**config.mk**
```make
export PLATFORM = sky130hd
export DESIGN_NAME = adc_group_ctrl_regs
export DESIGN_NICKNAME = d
export VERILOG_FILES = /design/src/adc_grp_pkg.sv /design/src/adc_group_ctrl_regs.sv /design/src/line_out_mux.sv /design/src/odd_gain_offset.sv
export SDC_FILE = /design/constraint.sdc
export NUM_CORES = 1
export LEC_CHECK = 0
export BUFFER_PORTS_ARGS = -buffer_cell sky130_fd_sc_hd__buf_2
export CAP_MARGIN = 15
export CELL_PAD_IN_SITES_DETAIL_PLACEMENT = 1
export CELL_PAD_IN_SITES_GLOBAL_PLACEMENT = 2
export CORE_ASPECT_RATIO = 1.1
export CORE_MARGIN = 2
export CORE_UTILIZATION = 35
export CTS_CLUSTER_SIZE = 8
export DETAILED_ROUTE_END_ITERATION = 16
export GPL_TIMING_DRIVEN = 0
export PLACE_DENSITY_LB_ADDON = 0.1
export SETUP_SLACK_MARGIN = 0.3
export SYNTH_ARGS = -nofsm -noshare
export SYNTH_HDL_FRONTEND = slang
export SYNTH_SLANG_ARGS = --single-unit
export TNS_END_PERCENT = 5
```
**constraint.sdc**
```tcl
create_clock -name clk -period 7.4 [get_ports clk]
set_input_delay 0.74 -clock clk [delete_from_list [all_inputs] [get_ports clk]]
set_output_delay 0.74 -clock clk [all_outputs]
set_load 0.05 [all_outputs]
```
**src/adc_grp_pkg.sv**
```systemverilog
/*
  Constants for the converter 9-13 configuration register slice:
  register indices, field positions, reset values and widths.
  Assumes a 32-bit APB master; byte address is four times the index.
*/
package adc_grp_pkg;

  localparam int unsigned ADDR_W = 8;
  localparam int unsigned SAMPLE_W = 14;
  localparam int unsigned NUM_LINES = 4;

  // Register indices; byte address = index * 4
  localparam logic [5:0] IDX_GLOBAL_GAIN_OFS = 6'h03;
  localparam logic [5:0] IDX_GLOBAL_PATTERN = 6'h04;
  localparam logic [5:0] IDX_HIGHPASS_9_12 = 6'h2D;
  localparam logic [5:0] IDX_INSEL_PATTERN = 6'h2F;
  localparam logic [5:0] IDX_SLEEP_INVERT = 6'h30;
  localparam logic [5:0] IDX_GAIN_OFS_13_ODD = 6'h31;

  localparam logic [15:0] RST_INSEL_PATTERN = 16'h0000;
  localparam logic [15:0] RST_SLEEP_INVERT = 16'h0000;
  localparam logic [15:0] RST_GAIN_OFS_13_ODD = 16'h0000;
  localparam logic [15:0] RST_GLOBAL = 16'h0000;
  localparam logic [15:0] RST_HIGHPASS = 16'h0000;

  // Global enables
  localparam int unsigned POS_GAIN_EN = 12;
  localparam int unsigned POS_OFFSET_EN = 8;
  localparam int unsigned POS_PATTERN_EN = 8;

  // Highpass control
  localparam int unsigned POS_HPF_EN = 0;
  localparam int unsigned POS_HPF_K_LO = 1;
  localparam logic [3:0] HPF_K_MIN = 4'h2;
  localparam logic [3:0] HPF_K_MAX = 4'hA;

  // Input select and pattern register
  localparam int unsigned POS_PAIR_SEL_LO = 8;
  localparam int unsigned POS_PAT11_LO = 5;
  localparam int unsigned POS_PAT12_LO = 2;

  // Sleep and invert register
  localparam int unsigned POS_DIG_SLEEP_LO = 12;
  localparam int unsigned POS_LINE_SLEEP_LO = 8;
  localparam int unsigned POS_ANA_SLEEP_LO = 4;
  localparam int unsigned POS_FLIP_LO = 0;

  // Gain and offset register
  localparam int unsigned POS_GAIN_LO = 11;
  localparam int unsigned POS_OFFSET_LO = 0;
  localparam int unsigned GAIN_W = 5;
  localparam int unsigned OFFSET_W = 10;
  localparam int unsigned GAIN_FRAC = 12;

endpackage : adc_grp_pkg

```
**src/adc_group_ctrl_regs.sv**
```systemverilog
/*
  Configuration registers for converters 9-13 and serial lines 9-12,
  an APB slave, and the small datapath they steer.
  Assumes APB on clk, 32-bit data, registers one word each.
*/
`timescale 1ns/1ps
module adc_group_ctrl_regs (
  input wire logic clk,
  input wire logic srst,
  input wire logic psel,
  input wire logic penable,
  input wire logic pwrite,
  input wire logic [adc_grp_pkg::ADDR_W-1:0] paddr,
  input wire logic [31:0] pwdata,
  input wire logic [3:0] pstrb,
  output logic [31:0] prdata,
  output logic pready,
  output logic pslverr,
  input wire logic sixteen_input_mode,
  output logic [3:0] conv_pair_select,
  output logic per_line_pattern_enable,
  output logic [2:0] line11_pattern_code,
  output logic [2:0] line12_pattern_code,
  output logic [3:0] digital_sleep,
  output logic [3:0] analog_sleep,
  output logic [3:0] line_sleep,
  output logic highpass_enable_group3,
  output logic [3:0] highpass_corner_k,
  input wire logic [55:0] line_conv_data,
  input wire logic [3:0] line_pattern_active,
  input wire logic [55:0] line_pattern_word,
  output logic [55:0] line_word,
  input wire logic conv13_in_valid,
  input wire logic conv13_in_odd,
  input wire logic [13:0] conv13_in_sample,
  output logic conv13_out_valid,
  output logic [13:0] conv13_out_sample
);

  typedef struct packed {
    logic [15:0] insel_pattern;
    logic [15:0] sleep_invert;
    logic [15:0] gain_ofs;
    logic [15:0] global_go;
    logic [15:0] global_pat;
    logic [15:0] highpass;
    logic [31:0] rdata;
    logic ready;
    logic err;
    logic [3:0] pair_sel;
    logic pat_en;
    logic [2:0] pat11;
    logic [2:0] pat12;
    logic [3:0] dig_sleep;
    logic [3:0] ana_sleep;
    logic [3:0] ln_sleep;
    logic hpf_en;
    logic [3:0] hpf_k;
  } regs_state_t;

  regs_state_t s_q;
  regs_state_t s_d;

  logic [5:0] idx;
  logic word_aligned;
  logic mapped;
  logic [15:0] rd_word;
  logic [15:0] wr_mask;
  logic commit_write;

  // Index decode; byte lanes 2 and 3 carry no register bits
  assign idx = paddr[7:2];
  assign word_aligned = (paddr[1:0] == 2'h0);
  assign wr_mask = {{8{pstrb[1]}}, {8{pstrb[0]}}};
  assign commit_write = psel && penable && s_q.ready && pwrite && mapped;

  always_comb begin
    mapped = word_aligned;
    rd_word = 16'h0000;
    case (idx)
      adc_grp_pkg::IDX_GLOBAL_GAIN_OFS: rd_word = s_q.global_go;
      adc_grp_pkg::IDX_GLOBAL_PATTERN: rd_word = s_q.global_pat;
      adc_grp_pkg::IDX_HIGHPASS_9_12: rd_word = s_q.highpass;
      adc_grp_pkg::IDX_INSEL_PATTERN: rd_word = s_q.insel_pattern;
      adc_grp_pkg::IDX_SLEEP_INVERT: rd_word = s_q.sleep_invert;
      adc_grp_pkg::IDX_GAIN_OFS_13_ODD: rd_word = s_q.gain_ofs;
      default: mapped = 1'b0;
    endcase
  end

  // Only the bits this slice owns are kept in the global registers
  localparam logic [15:0] GO_MASK = 16'h1100;
  localparam logic [15:0] PAT_MASK = 16'h0100;
  localparam logic [15:0] HPF_MASK = 16'h001F;

  always_comb begin
    s_d = s_q;
    // Wait state: pready rises one cycle into the access phase
    s_d.ready = psel && penable && !s_q.ready;
    s_d.err = 1'b0;
    if (psel && penable && !s_q.ready) begin
      // Refused reads return zero, never a neighbour's contents
      s_d.rdata = {16'h0000, (pwrite || !mapped) ? 16'h0000 : rd_word};
      s_d.err = !mapped;
    end
    if (commit_write) begin
      case (idx)
        adc_grp_pkg::IDX_GLOBAL_GAIN_OFS: begin
          s_d.global_go = (s_q.global_go & ~(wr_mask & GO_MASK)) |
            (pwdata[15:0] & wr_mask & GO_MASK);
        end
        adc_grp_pkg::IDX_GLOBAL_PATTERN: begin
          s_d.global_pat = (s_q.global_pat & ~(wr_mask & PAT_MASK)) |
            (pwdata[15:0] & wr_mask & PAT_MASK);
        end
        adc_grp_pkg::IDX_HIGHPASS_9_12: begin
          s_d.highpass = (s_q.highpass & ~(wr_mask & HPF_MASK)) |
            (pwdata[15:0] & wr_mask & HPF_MASK);
        end
        adc_grp_pkg::IDX_INSEL_PATTERN: begin
          s_d.insel_pattern = (s_q.insel_pattern & ~wr_mask) |
            (pwdata[15:0] & wr_mask);
        end
        adc_grp_pkg::IDX_SLEEP_INVERT: begin
          s_d.sleep_invert = (s_q.sleep_invert & ~wr_mask) |
            (pwdata[15:0] & wr_mask);
        end
        adc_grp_pkg::IDX_GAIN_OFS_13_ODD: begin
          s_d.gain_ofs = (s_q.gain_ofs & ~wr_mask) |
            (pwdata[15:0] & wr_mask);
        end
        default: begin
          s_d.err = 1'b0;
        end
      endcase
    end

    // Pair choice only meaningful in sixteen-input mode
    // Bit order as stored: pair_sel[3]=conv9 down to [0]=conv12
    s_d.pair_sel = sixteen_input_mode ?
      s_q.insel_pattern[adc_grp_pkg::POS_PAIR_SEL_LO +: 4] :
      4'h0;

    s_d.pat_en = s_q.global_pat[adc_grp_pkg::POS_PATTERN_EN];
    // Codes forced to zero when per-line choice is off
    s_d.pat11 = s_d.pat_en ?
      s_q.insel_pattern[adc_grp_pkg::POS_PAT11_LO +: 3] : 3'h0;
    s_d.pat12 = s_d.pat_en ?
      s_q.insel_pattern[adc_grp_pkg::POS_PAT12_LO +: 3] : 3'h0;

    // Bit 0 of each group is converter or line 9, as stored
    s_d.dig_sleep =
      s_q.sleep_invert[adc_grp_pkg::POS_DIG_SLEEP_LO +: 4];
    s_d.ln_sleep =
      s_q.sleep_invert[adc_grp_pkg::POS_LINE_SLEEP_LO +: 4];
    s_d.ana_sleep =
      s_q.sleep_invert[adc_grp_pkg::POS_ANA_SLEEP_LO +: 4];

    s_d.hpf_k = s_q.highpass[adc_grp_pkg::POS_HPF_K_LO +: 4];
    s_d.hpf_en = s_q.highpass[adc_grp_pkg::POS_HPF_EN] &&
      (s_d.hpf_k >= adc_grp_pkg::HPF_K_MIN) &&
      (s_d.hpf_k <= adc_grp_pkg::HPF_K_MAX);
  end

  always_ff @(posedge clk) begin
    if (srst) begin
      s_q <= '0;
      s_q.insel_pattern <= adc_grp_pkg::RST_INSEL_PATTERN;
      s_q.sleep_invert <= adc_grp_pkg::RST_SLEEP_INVERT;
      s_q.gain_ofs <= adc_grp_pkg::RST_GAIN_OFS_13_ODD;
      s_q.global_go <= adc_grp_pkg::RST_GLOBAL;
      s_q.global_pat <= adc_grp_pkg::RST_GLOBAL;
      s_q.highpass <= adc_grp_pkg::RST_HIGHPASS;
    end else begin
      s_q <= s_d;
    end
  end

  assign prdata = s_q.rdata;
  assign pready = s_q.ready;
  assign pslverr = s_q.err;
  assign conv_pair_select = s_q.pair_sel;
  assign per_line_pattern_enable = s_q.pat_en;
  assign line11_pattern_code = s_q.pat11;
  assign line12_pattern_code = s_q.pat12;
  assign digital_sleep = s_q.dig_sleep;
  assign analog_sleep = s_q.ana_sleep;
  assign line_sleep = s_q.ln_sleep;
  assign highpass_enable_group3 = s_q.hpf_en;
  assign highpass_corner_k = s_q.hpf_k;

  // Line i=0..3 is serial line 9..12; flip bit i is register bit i
  genvar gi;
  generate
    for (gi = 0; gi < 4; gi++) begin : g_line
      line_out_mux u_mux (
        .clk(clk),
        .srst(srst),
        .conv_data(line_conv_data[gi*14 +: 14]),
        .pattern_active(line_pattern_active[gi]),
        .pattern_word(line_pattern_word[gi*14 +: 14]),
        .flip(s_q.sleep_invert[adc_grp_pkg::POS_FLIP_LO + gi]),
        .line_sleep(s_q.ln_sleep[gi]),
        .line_word(line_word[gi*14 +: 14])
      );
    end
  endgenerate

  odd_gain_offset u_go (
    .clk(clk),
    .srst(srst),
    .in_valid(conv13_in_valid),
    .in_odd(conv13_in_odd),
    .in_sample(conv13_in_sample),
    .gain_en(s_q.global_go[adc_grp_pkg::POS_GAIN_EN]),
    .offset_en(s_q.global_go[adc_grp_pkg::POS_OFFSET_EN]),
    .gain_n(s_q.gain_ofs[adc_grp_pkg::POS_GAIN_LO +: 5]),
    .offset_val(s_q.gain_ofs[adc_grp_pkg::POS_OFFSET_LO +: 10]),
    .out_valid(conv13_out_valid),
    .out_sample(conv13_out_sample)
  );

endmodule : adc_group_ctrl_regs

```
**src/line_out_mux.sv**
```systemverilog
/*
  One serial output line's word selection: test pattern, conversion
  data (optionally inverted) or idle zero when the line sleeps.
  Assumes pattern_word is produced on the same clock.
*/
`timescale 1ns/1ps
module line_out_mux (
  input wire logic clk,
  input wire logic srst,
  input wire logic [adc_grp_pkg::SAMPLE_W-1:0] conv_data,
  input wire logic pattern_active,
  input wire logic [adc_grp_pkg::SAMPLE_W-1:0] pattern_word,
  input wire logic flip,
  input wire logic line_sleep,
  output logic [adc_grp_pkg::SAMPLE_W-1:0] line_word
);

  typedef struct packed {
    logic [adc_grp_pkg::SAMPLE_W-1:0] word;
  } mux_state_t;

  mux_state_t s_q;
  mux_state_t s_d;

  always_comb begin
    s_d = s_q;
    if (line_sleep) begin
      s_d.word = '0;
    end else if (pattern_active) begin
      s_d.word = pattern_word;
    end else if (flip) begin
      s_d.word = ~conv_data;
    end else begin
      s_d.word = conv_data;
    end
  end

  always_ff @(posedge clk) begin
    if (srst) begin
      s_q <= '0;
    end else begin
      s_q <= s_d;
    end
  end

  assign line_word = s_q.word;

endmodule : line_out_mux

```
**src/odd_gain_offset.sv**
```systemverilog
/*
  Offset subtraction and fine gain for converter 13 odd samples.
  Two-cycle pipeline; even samples and bypassed samples pass unchanged
  with the same latency. Assumes signed 14-bit samples.
*/
`timescale 1ns/1ps
module odd_gain_offset (
  input wire logic clk,
  input wire logic srst,
  input wire logic in_valid,
  input wire logic in_odd,
  input wire logic [adc_grp_pkg::SAMPLE_W-1:0] in_sample,
  input wire logic gain_en,
  input wire logic offset_en,
  input wire logic [adc_grp_pkg::GAIN_W-1:0] gain_n,
  input wire logic [adc_grp_pkg::OFFSET_W-1:0] offset_val,
  output logic out_valid,
  output logic [adc_grp_pkg::SAMPLE_W-1:0] out_sample
);

  typedef struct packed {
    logic v1;
    logic g1;
    logic [4:0] n1;
    logic signed [15:0] x1;
    logic v2;
    logic [13:0] y2;
  } go_state_t;

  go_state_t s_q;
  go_state_t s_d;

  // Q2.12 factors for N x 0.2 dB; a table avoids a log unit
  function automatic logic [13:0] gain_factor(input logic [4:0] n);
    case (n)
      5'h00: gain_factor = 14'd4096;
      5'h01: gain_factor = 14'd4191;
      5'h02: gain_factor = 14'd4289;
      5'h03: gain_factor = 14'd4389;
      5'h04: gain_factor = 14'd4491;
      5'h05: gain_factor = 14'd4596;
      5'h06: gain_factor = 14'd4703;
      5'h07: gain_factor = 14'd4812;
      5'h08: gain_factor = 14'd4924;
      5'h09: gain_factor = 14'd5039;
      5'h0A: gain_factor = 14'd5157;
      5'h0B: gain_factor = 14'd5277;
      5'h0C: gain_factor = 14'd5400;
      5'h0D: gain_factor = 14'd5525;
      5'h0E: gain_factor = 14'd5654;
      5'h0F: gain_factor = 14'd5786;
      5'h10: gain_factor = 14'd5921;
      5'h11: gain_factor = 14'd6058;
      5'h12: gain_factor = 14'd6200;
      5'h13: gain_factor = 14'd6344;
      5'h14: gain_factor = 14'd6492;
      5'h15: gain_factor = 14'd6643;
      5'h16: gain_factor = 14'd6798;
      5'h17: gain_factor = 14'd6956;
      5'h18: gain_factor = 14'd7118;
      5'h19: gain_factor = 14'd7284;
      5'h1A: gain_factor = 14'd7453;
      5'h1B: gain_factor = 14'd7627;
      5'h1C: gain_factor = 14'd7805;
      5'h1D: gain_factor = 14'd7987;
      5'h1E: gain_factor = 14'd8173;
      default: gain_factor = 14'd8363;
    endcase
  endfunction : gain_factor

  logic signed [15:0] ofs_ext;
  logic signed [30:0] prod;
  logic signed [18:0] scaled;

  assign ofs_ext = 16'(signed'(offset_val));
  assign prod = s_q.x1 * $signed({1'b0, gain_factor(s_q.n1)});
  assign scaled = prod[30:12];

  always_comb begin
    s_d = s_q;
    s_d.v1 = in_valid;
    s_d.g1 = in_odd && gain_en;
    s_d.n1 = gain_n;
    s_d.x1 = 16'(signed'(in_sample));
    if (in_odd && offset_en) begin
      s_d.x1 = 16'(signed'(in_sample)) - ofs_ext;
    end
    s_d.v2 = s_q.v1;
    if (!s_q.g1) begin
      s_d.y2 = s_q.x1[13:0];
      if (s_q.x1 > 16'sd8191) s_d.y2 = 14'h1FFF;
      if (s_q.x1 < -16'sd8192) s_d.y2 = 14'h2000;
    end else if (scaled > 19'sd8191) begin
      s_d.y2 = 14'h1FFF; // Saturate rather than wrap
    end else if (scaled < -19'sd8192) begin
      s_d.y2 = 14'h2000;
    end else begin
      s_d.y2 = scaled[13:0];
    end
  end

  always_ff @(posedge clk) begin
    if (srst) begin
      s_q <= '0;
    end else begin
      s_q <= s_d;
    end
  end

  assign out_valid = s_q.v2;
  assign out_sample = s_q.y2;

endmodule : odd_gain_offset

```
**Word level (Yosys, flattened, before mapping)**

Memory sizes are Yosys's and may differ from the RTL's. A register that Yosys moved wholly into a read port is not among the register bits.
Index checks and enable logic that the tools add are counted.
W data, S select, Z words.

- Output and inout port bits: 133
- Memories: 1
- Logic and storage cells: 112
- Bits in read-only memories: 448
- Register bits after elaboration: 231

- $mul: 1
- Bitwise gates (word level): 23
- Add/subtract/negate cells: 1
- Order comparisons: 6
- Muxes and demuxes: 21
- Reductions and logical operators: 26
- Equality and inequality tests: 6

Memory list:

| name | depth | width | rd ports | clocked after Yosys merged registers in | wr ports | RTL line | source |
|---|---|---|---|---|---|---|---|
| (no name shown) | 32 | 14 | 1 | 1 | 0 | odd_gain_offset.sv:35 | `case (n)` |

Operator list:

| operator | number |
|---|---|
| $mux W14 | 13 |
| $and A16 B16 Y16 | 7 |
| $pmux W16 S6 | 1 |
| $not A14 Y14 | 4 |
| $or A16 B16 Y16 | 3 |
| $mux W16 | 2 |
| $mul A16 B15 Y31 | 1 |
| $eq A6 B6 Y1 const B | 4 |
| $gt A19 B14 Y1 const B | 1 |
| $lt A19 B14 Y1 const B | 1 |
| $gt A16 B14 Y1 const B | 1 |
| $lt A16 B14 Y1 const B | 1 |
| $not A13 Y16 | 1 |
| $not A16 Y16 | 1 |
| $not A5 Y16 | 1 |
| $not A9 Y16 | 1 |
| $or A16 B13 Y16 | 1 |
| $or A16 B5 Y16 | 1 |
| $or A16 B9 Y16 | 1 |
| $sub A14 B10 Y15 | 1 |
| $reduce_and A2 Y1 | 6 |
| $reduce_or A2 Y1 | 6 |
| $logic_and A1 B1 Y1 | 9 |
| $eq A6 B2 Y1 const B | 1 |
| 10 further kinds | 15 |

**Longest topological paths before layout**

- Depth in word-level cells: 7
- Mapped depth: 27
- Mapped depth without buffers: 24

**Hierarchy**

A second synthesis with hierarchy kept.

- Cells, all modules: 2033
- Area total of the unflattened synthesis: 18594.1 sq um

By module, submodules not included:

| module | cells each | area an instance (sq um) | seq. area each (sq um) | instances |
|---|---|---|---|---|
| odd_gain_offset | 1281 | 11235.8 | 920.9 | 1 |
| adc_group_ctrl_regs | 504 | 4540.6 | 2042.0 | 1 |
| line_out_mux | 62 | 704.4 | 280.3 | 4 |

**Worst setup path before layout**

No wires, ideal clock.

- Path type: reg-to-reg
- Start point: reg u_go.s_q[28] in the netlist's numbering
- End point: reg u_go.s_q, in the netlist u_go.out_sample[10]
- Buffers on the path: 4
- Setup time: 0.122 ns
- Arrival time: 6.468 ns
- Required time: 7.278 ns
- Cell stages (with the launch flop): 26
- Path slack: 0.810 ns
- Clock period less this slack: 6.590 ns
- Cells stage by stage: dfxtp_1 -> clkbuf_1 -> clkbuf_1 -> clkbuf_1 -> nand2_1 -> fa_1 -> fa_1 -> inv_1 -> fa_1 -> fa_1 -> fa_1 -> inv_1 -> fa_1 -> inv_1 -> ha_1 -> and4_1 -> nand3_1 -> a2111oi_4 -> a21oi_4 -> o21ai_4 -> mux2i_1 -> a21oi_1 -> a211oi_2 -> o21a_4 -> buf_6 -> a21oi_2

- Word-level cells in the longest chain between the ends: 5
- Elaborated cells between the ends (all ways): 10

RTL lines:

| item | RTL line | source |
|---|---|---|
| from (decl) | odd_gain_offset.sv:30 | `go_state_t s_q;` |
| from (signal assigned) | odd_gain_offset.sv:104 | `s_q <= '0;` |
| from (signal assigned) | odd_gain_offset.sv:106 | `s_q <= s_d;` |
| $mul A16 B15 Y31 | odd_gain_offset.sv:76 | `assign prod = s_q.x1 * $signed({1'b0, gain_factor(s_q.n1)});` |
| $lt A19 B14 Y1 | odd_gain_offset.sv:95 | `end else if (scaled < -19'sd8192) begin` |
| $mux W14 | odd_gain_offset.sv:95 |  |
| $mux W14 | odd_gain_offset.sv:93 | `end else if (scaled > 19'sd8191) begin` |
| $mux W14 (*) | odd_gain_offset.sv:89 | `if (!s_q.g1) begin` |

Mark *: on every way between the ends. The rest lies on a longest branch, timed or not.
A chain may end at the register's enable or synchronous reset.

**Final worst setup path**

- Start point: reg u_go.s_q[28] in the netlist's numbering
- End point: reg u_go.s_q, in the netlist u_go.out_sample[2]

Same word-level chain as after synthesis.

==> summary.md <==
- 0.222 — GRT Total Usage
- 0 — reported max-cap violation count
- 18 — pin count of the biggest net entering global routing
- 0 — total setup violations reported at the end of the flow
- 73 — number of unique standard cell types used by synthesis
- 204 — Seq cells post-synth
- 0 — Post-route DRC
- clkbuf_16 — cell at the root of the clock tree
- 134 nW/um^2 — power density cells
- 315 — number of primary I/O pins
- 2961 — total instance count after detailed placement
- 20000 sq um — area post-placement
- 219 um — Die W
- dfxtp_1 — primary flip-flop cell chosen by synthesis mapping
- 10.4 nW — standby leakage power
- fa_1 — most used cell along the critical path
- 436 — first-iteration detailed-routing DRC count
- 8.82 sq um — syn avg cell area
- 0.867 — gpl congestion
- buf_2 — most common library cell in the layout ignoring fill and taps
- 0.54 ns — Critical Path Max Stage Delay
- 2.86 mW — Tot Pwr
- 89900 um — global-route wire length before repair
- 0.216 — fraction of final layout cells with drive strength greater than 1
- 86 — count of standard-cell rows
- flop — element type at the critical path start
- 1 — maximum level of the CTS H-tree
- 0 — number of failing hold endpoints at the final stage
- built — CTS tree
- 0 — Final Slew Violations
- 16000 — vias in the first global route
- buf_2, inv_1, nor2_1 — highest-count cells in the layout ignoring fill and taps
- 6 — initial antenna violation count
- flop — endpoint kind of the worst setup timing path
- 0.518 ns — final worst-path setup slack
- 3 — CTS Buffer Depth
- false — unrepaired setup endpoints after global routing
- 0.287 — fraction of power spent switching nets
- 0 ns — Setup TNS
- 0.05 ns — clock edge transition at the registers on the reported setup and hold paths
- 0.400 — sequential fraction of design power
- 0.869 ns — Least-Margin Pin Slew
- 30 — TritonCTS Buffers
- 240 um — Die Height
- 2843 — layout net count
- in2reg — Min-Delay Path Class
- 0.823 mW — Net Sw Power
- 19.0 um — routed length per instance
- 0.230 — fraction of the yosys area taken by sequential cells
- 0 — Async SR Flop Fraction
- 2.04 mW — internal power
- finished clean — run status
- 0 — count of flip-flops with a built-in enable after synthesis
- 21400 sq um — final cell area excluding filler cells
- 7.30 ns — Data arrival, critical path
- 0 — total global routing overflow
- 20.7% — area growth from synthesis to layout
- 50100 sq um — core region area
- 3024 — final instance count without filler cells
- reg2reg — Worst Path Class, Setup
- 0.930 — share of the clock period used by the worst path
- 0.421 — relative slew slack
- 145 MHz — max frequency
- 10 — top fanout value on the critical path
- 6.88 ns — min cycle time layout
- 14400 — via count
- 0.000163 V — peak ir drop on the vdd network
- 0.60 ns — insertion delay to the later sink of the worst-skew pair
- 0.0354 ns — clock skew after layout
- 7.82 ns — Worst EP required
- 4 — drt first pass iters
- 0.154 — part of the power in combinational logic
- 274 — number of buffer cells added on primary ports
- 0 — Synth warnings
- 47500 um — estimated wirelength of the detail-placed design
- 0 — number of nets with antenna violations after detailed routing
- 0.354 — starting density of the core
- 57500 um — Total Wirelength
- 17700 sq um — mapped cell area
- 0.446 — Clock power frac
- fa_1 — critical-path cell with the highest stage delay
- -1.26 ns — Setup Slack @ Placement
- 4.77 — vias per inst
- 204 — Num Clock Sinks
- 2012 — Cells after Synth
- 52500 sq um — Die Outline Area
## repair_timing
action,in CTS,in global routing
pin swaps,12,27
endpoints found under the setup margin,14,14
gates resized for setup,103,37
hold buffers,0,0
setup buffers,6,17
## synthesized netlist by cell type (all sizes together) (2+ instances only)
cell type  count  area share
inv          251       0.053
nor2         229       0.049
fa           210        0.24
dfxtp        204        0.23
nand2        150       0.032
and2         149       0.053
a21oi        125       0.038
ha            95       0.067
buf           86       0.034
clkbuf        86       0.018
xnor2         74       0.037
mux2i         71       0.040
o21ai         56       0.017
nor2b         27      0.0095
a22oi         22      0.0093
nand3         20      0.0056
nor3          17      0.0069
maj3          13      0.0073
a211oi        12      0.0054
xor2          11      0.0054
a21o           7      0.0030
and3           7      0.0025
nand4          7      0.0025
or2            7      0.0025
or3            7      0.0025
a211o          6      0.0030
a31oi          6      0.0021
a21boi         5      0.0021
nand2b         4      0.0014
o211ai         4      0.0017
o21a           4      0.0021
o21bai         4      0.0017
a2111oi        3      0.0036
and4           3      0.0016
nand3b         3      0.0013
nor4           3      0.0011
clkinv         2     0.00042
o31a           2     0.00099
o31ai          2     0.00085
## layout make-up
type | instances | area (sq um)
antenna | 3 | 7.51
buffer | 172 | 1160
clock buffer | 34 | 776
clock inverter | 3 | 65.1
fill | 6000 | 28700
inverter | 253 | 950
multi-input combinational | 1398 | 12000
sequential | 204 | 4140
tap | 660 | 826
timing repair buffer | 297 | 1550
## critical path, delay by kind of cell (launching register included)
kind / cells / cell delay, ns
AOI/OAI and AO/OA: 7 / 1.56
adders and majority gates: 7 / 3.35
buffers and inverters: 7 / 0.77
DFF: 1 / 0.33
muxes: 1 / 0.23
and+or+nand+nor: 3 / 0.45
## per-layer routing
layer / part of all wire / global-route usage / up-vias / wire [um]
li1: - / - / 6946 / -
met1: 0.42 / 0.266 / 7132 / 24100
met2: 0.51 / 0.404 / 248 / 29300
met3: 0.036 / 0.0328 / 95 / 2040
met4: 0.034 / 0.0721 / 6 / 1950
met5: 0.00059 / 0 / - / 34
## metrics by stage
stage	hold WS (ns)	utilization
2_1_floorplan	0.414	-
3_3_place_gp	0.429	0.399
3_5_place_dp	0.436	0.399
4_1_cts	0.347	0.423
5_1_grt	0.357	0.427
6_report	0.369	0.427
## logic make-up after synthesis
| logic type | share of synthesized area |
|---|---|
| fa+ha+maj | 0.311 |
| compound gates | 0.0969 |
| simple gates | 0.172 |
| buf+inv | 0.106 |
| xor+xnor | 0.0419 |
| flops | 0.230 |
| other cells | 0.000211 |
| mux | 0.0413 |
## final timing paths
kind                   endpoint            start  cells past startpoint  slack, ns
max          u_go.out_sample[2]     u_go.s_q[28]                     25       0.52
min reg2reg      u_go.out_valid     u_go.s_d[14]                      1       0.45
min                u_go.s_d[14]  conv13_in_valid                      2       0.37
max reg2reg  u_go.out_sample[2]     u_go.s_q[28]                     25       0.52
## power groups by stage
stage | clock [mW] | sequential, mW | combinational (mW)
floorplan | 0 | 1.23 | 0.211
global placement | 0 | 1.17 | 0.420
detailed placement | 0 | 1.17 | 0.425
CTS | 1.31 | 1.15 | 0.437
global route | 1.36 | 1.15 | 0.480
finish | 1.28 | 1.14 | 0.441
Power figures use the tool's default switching activity.
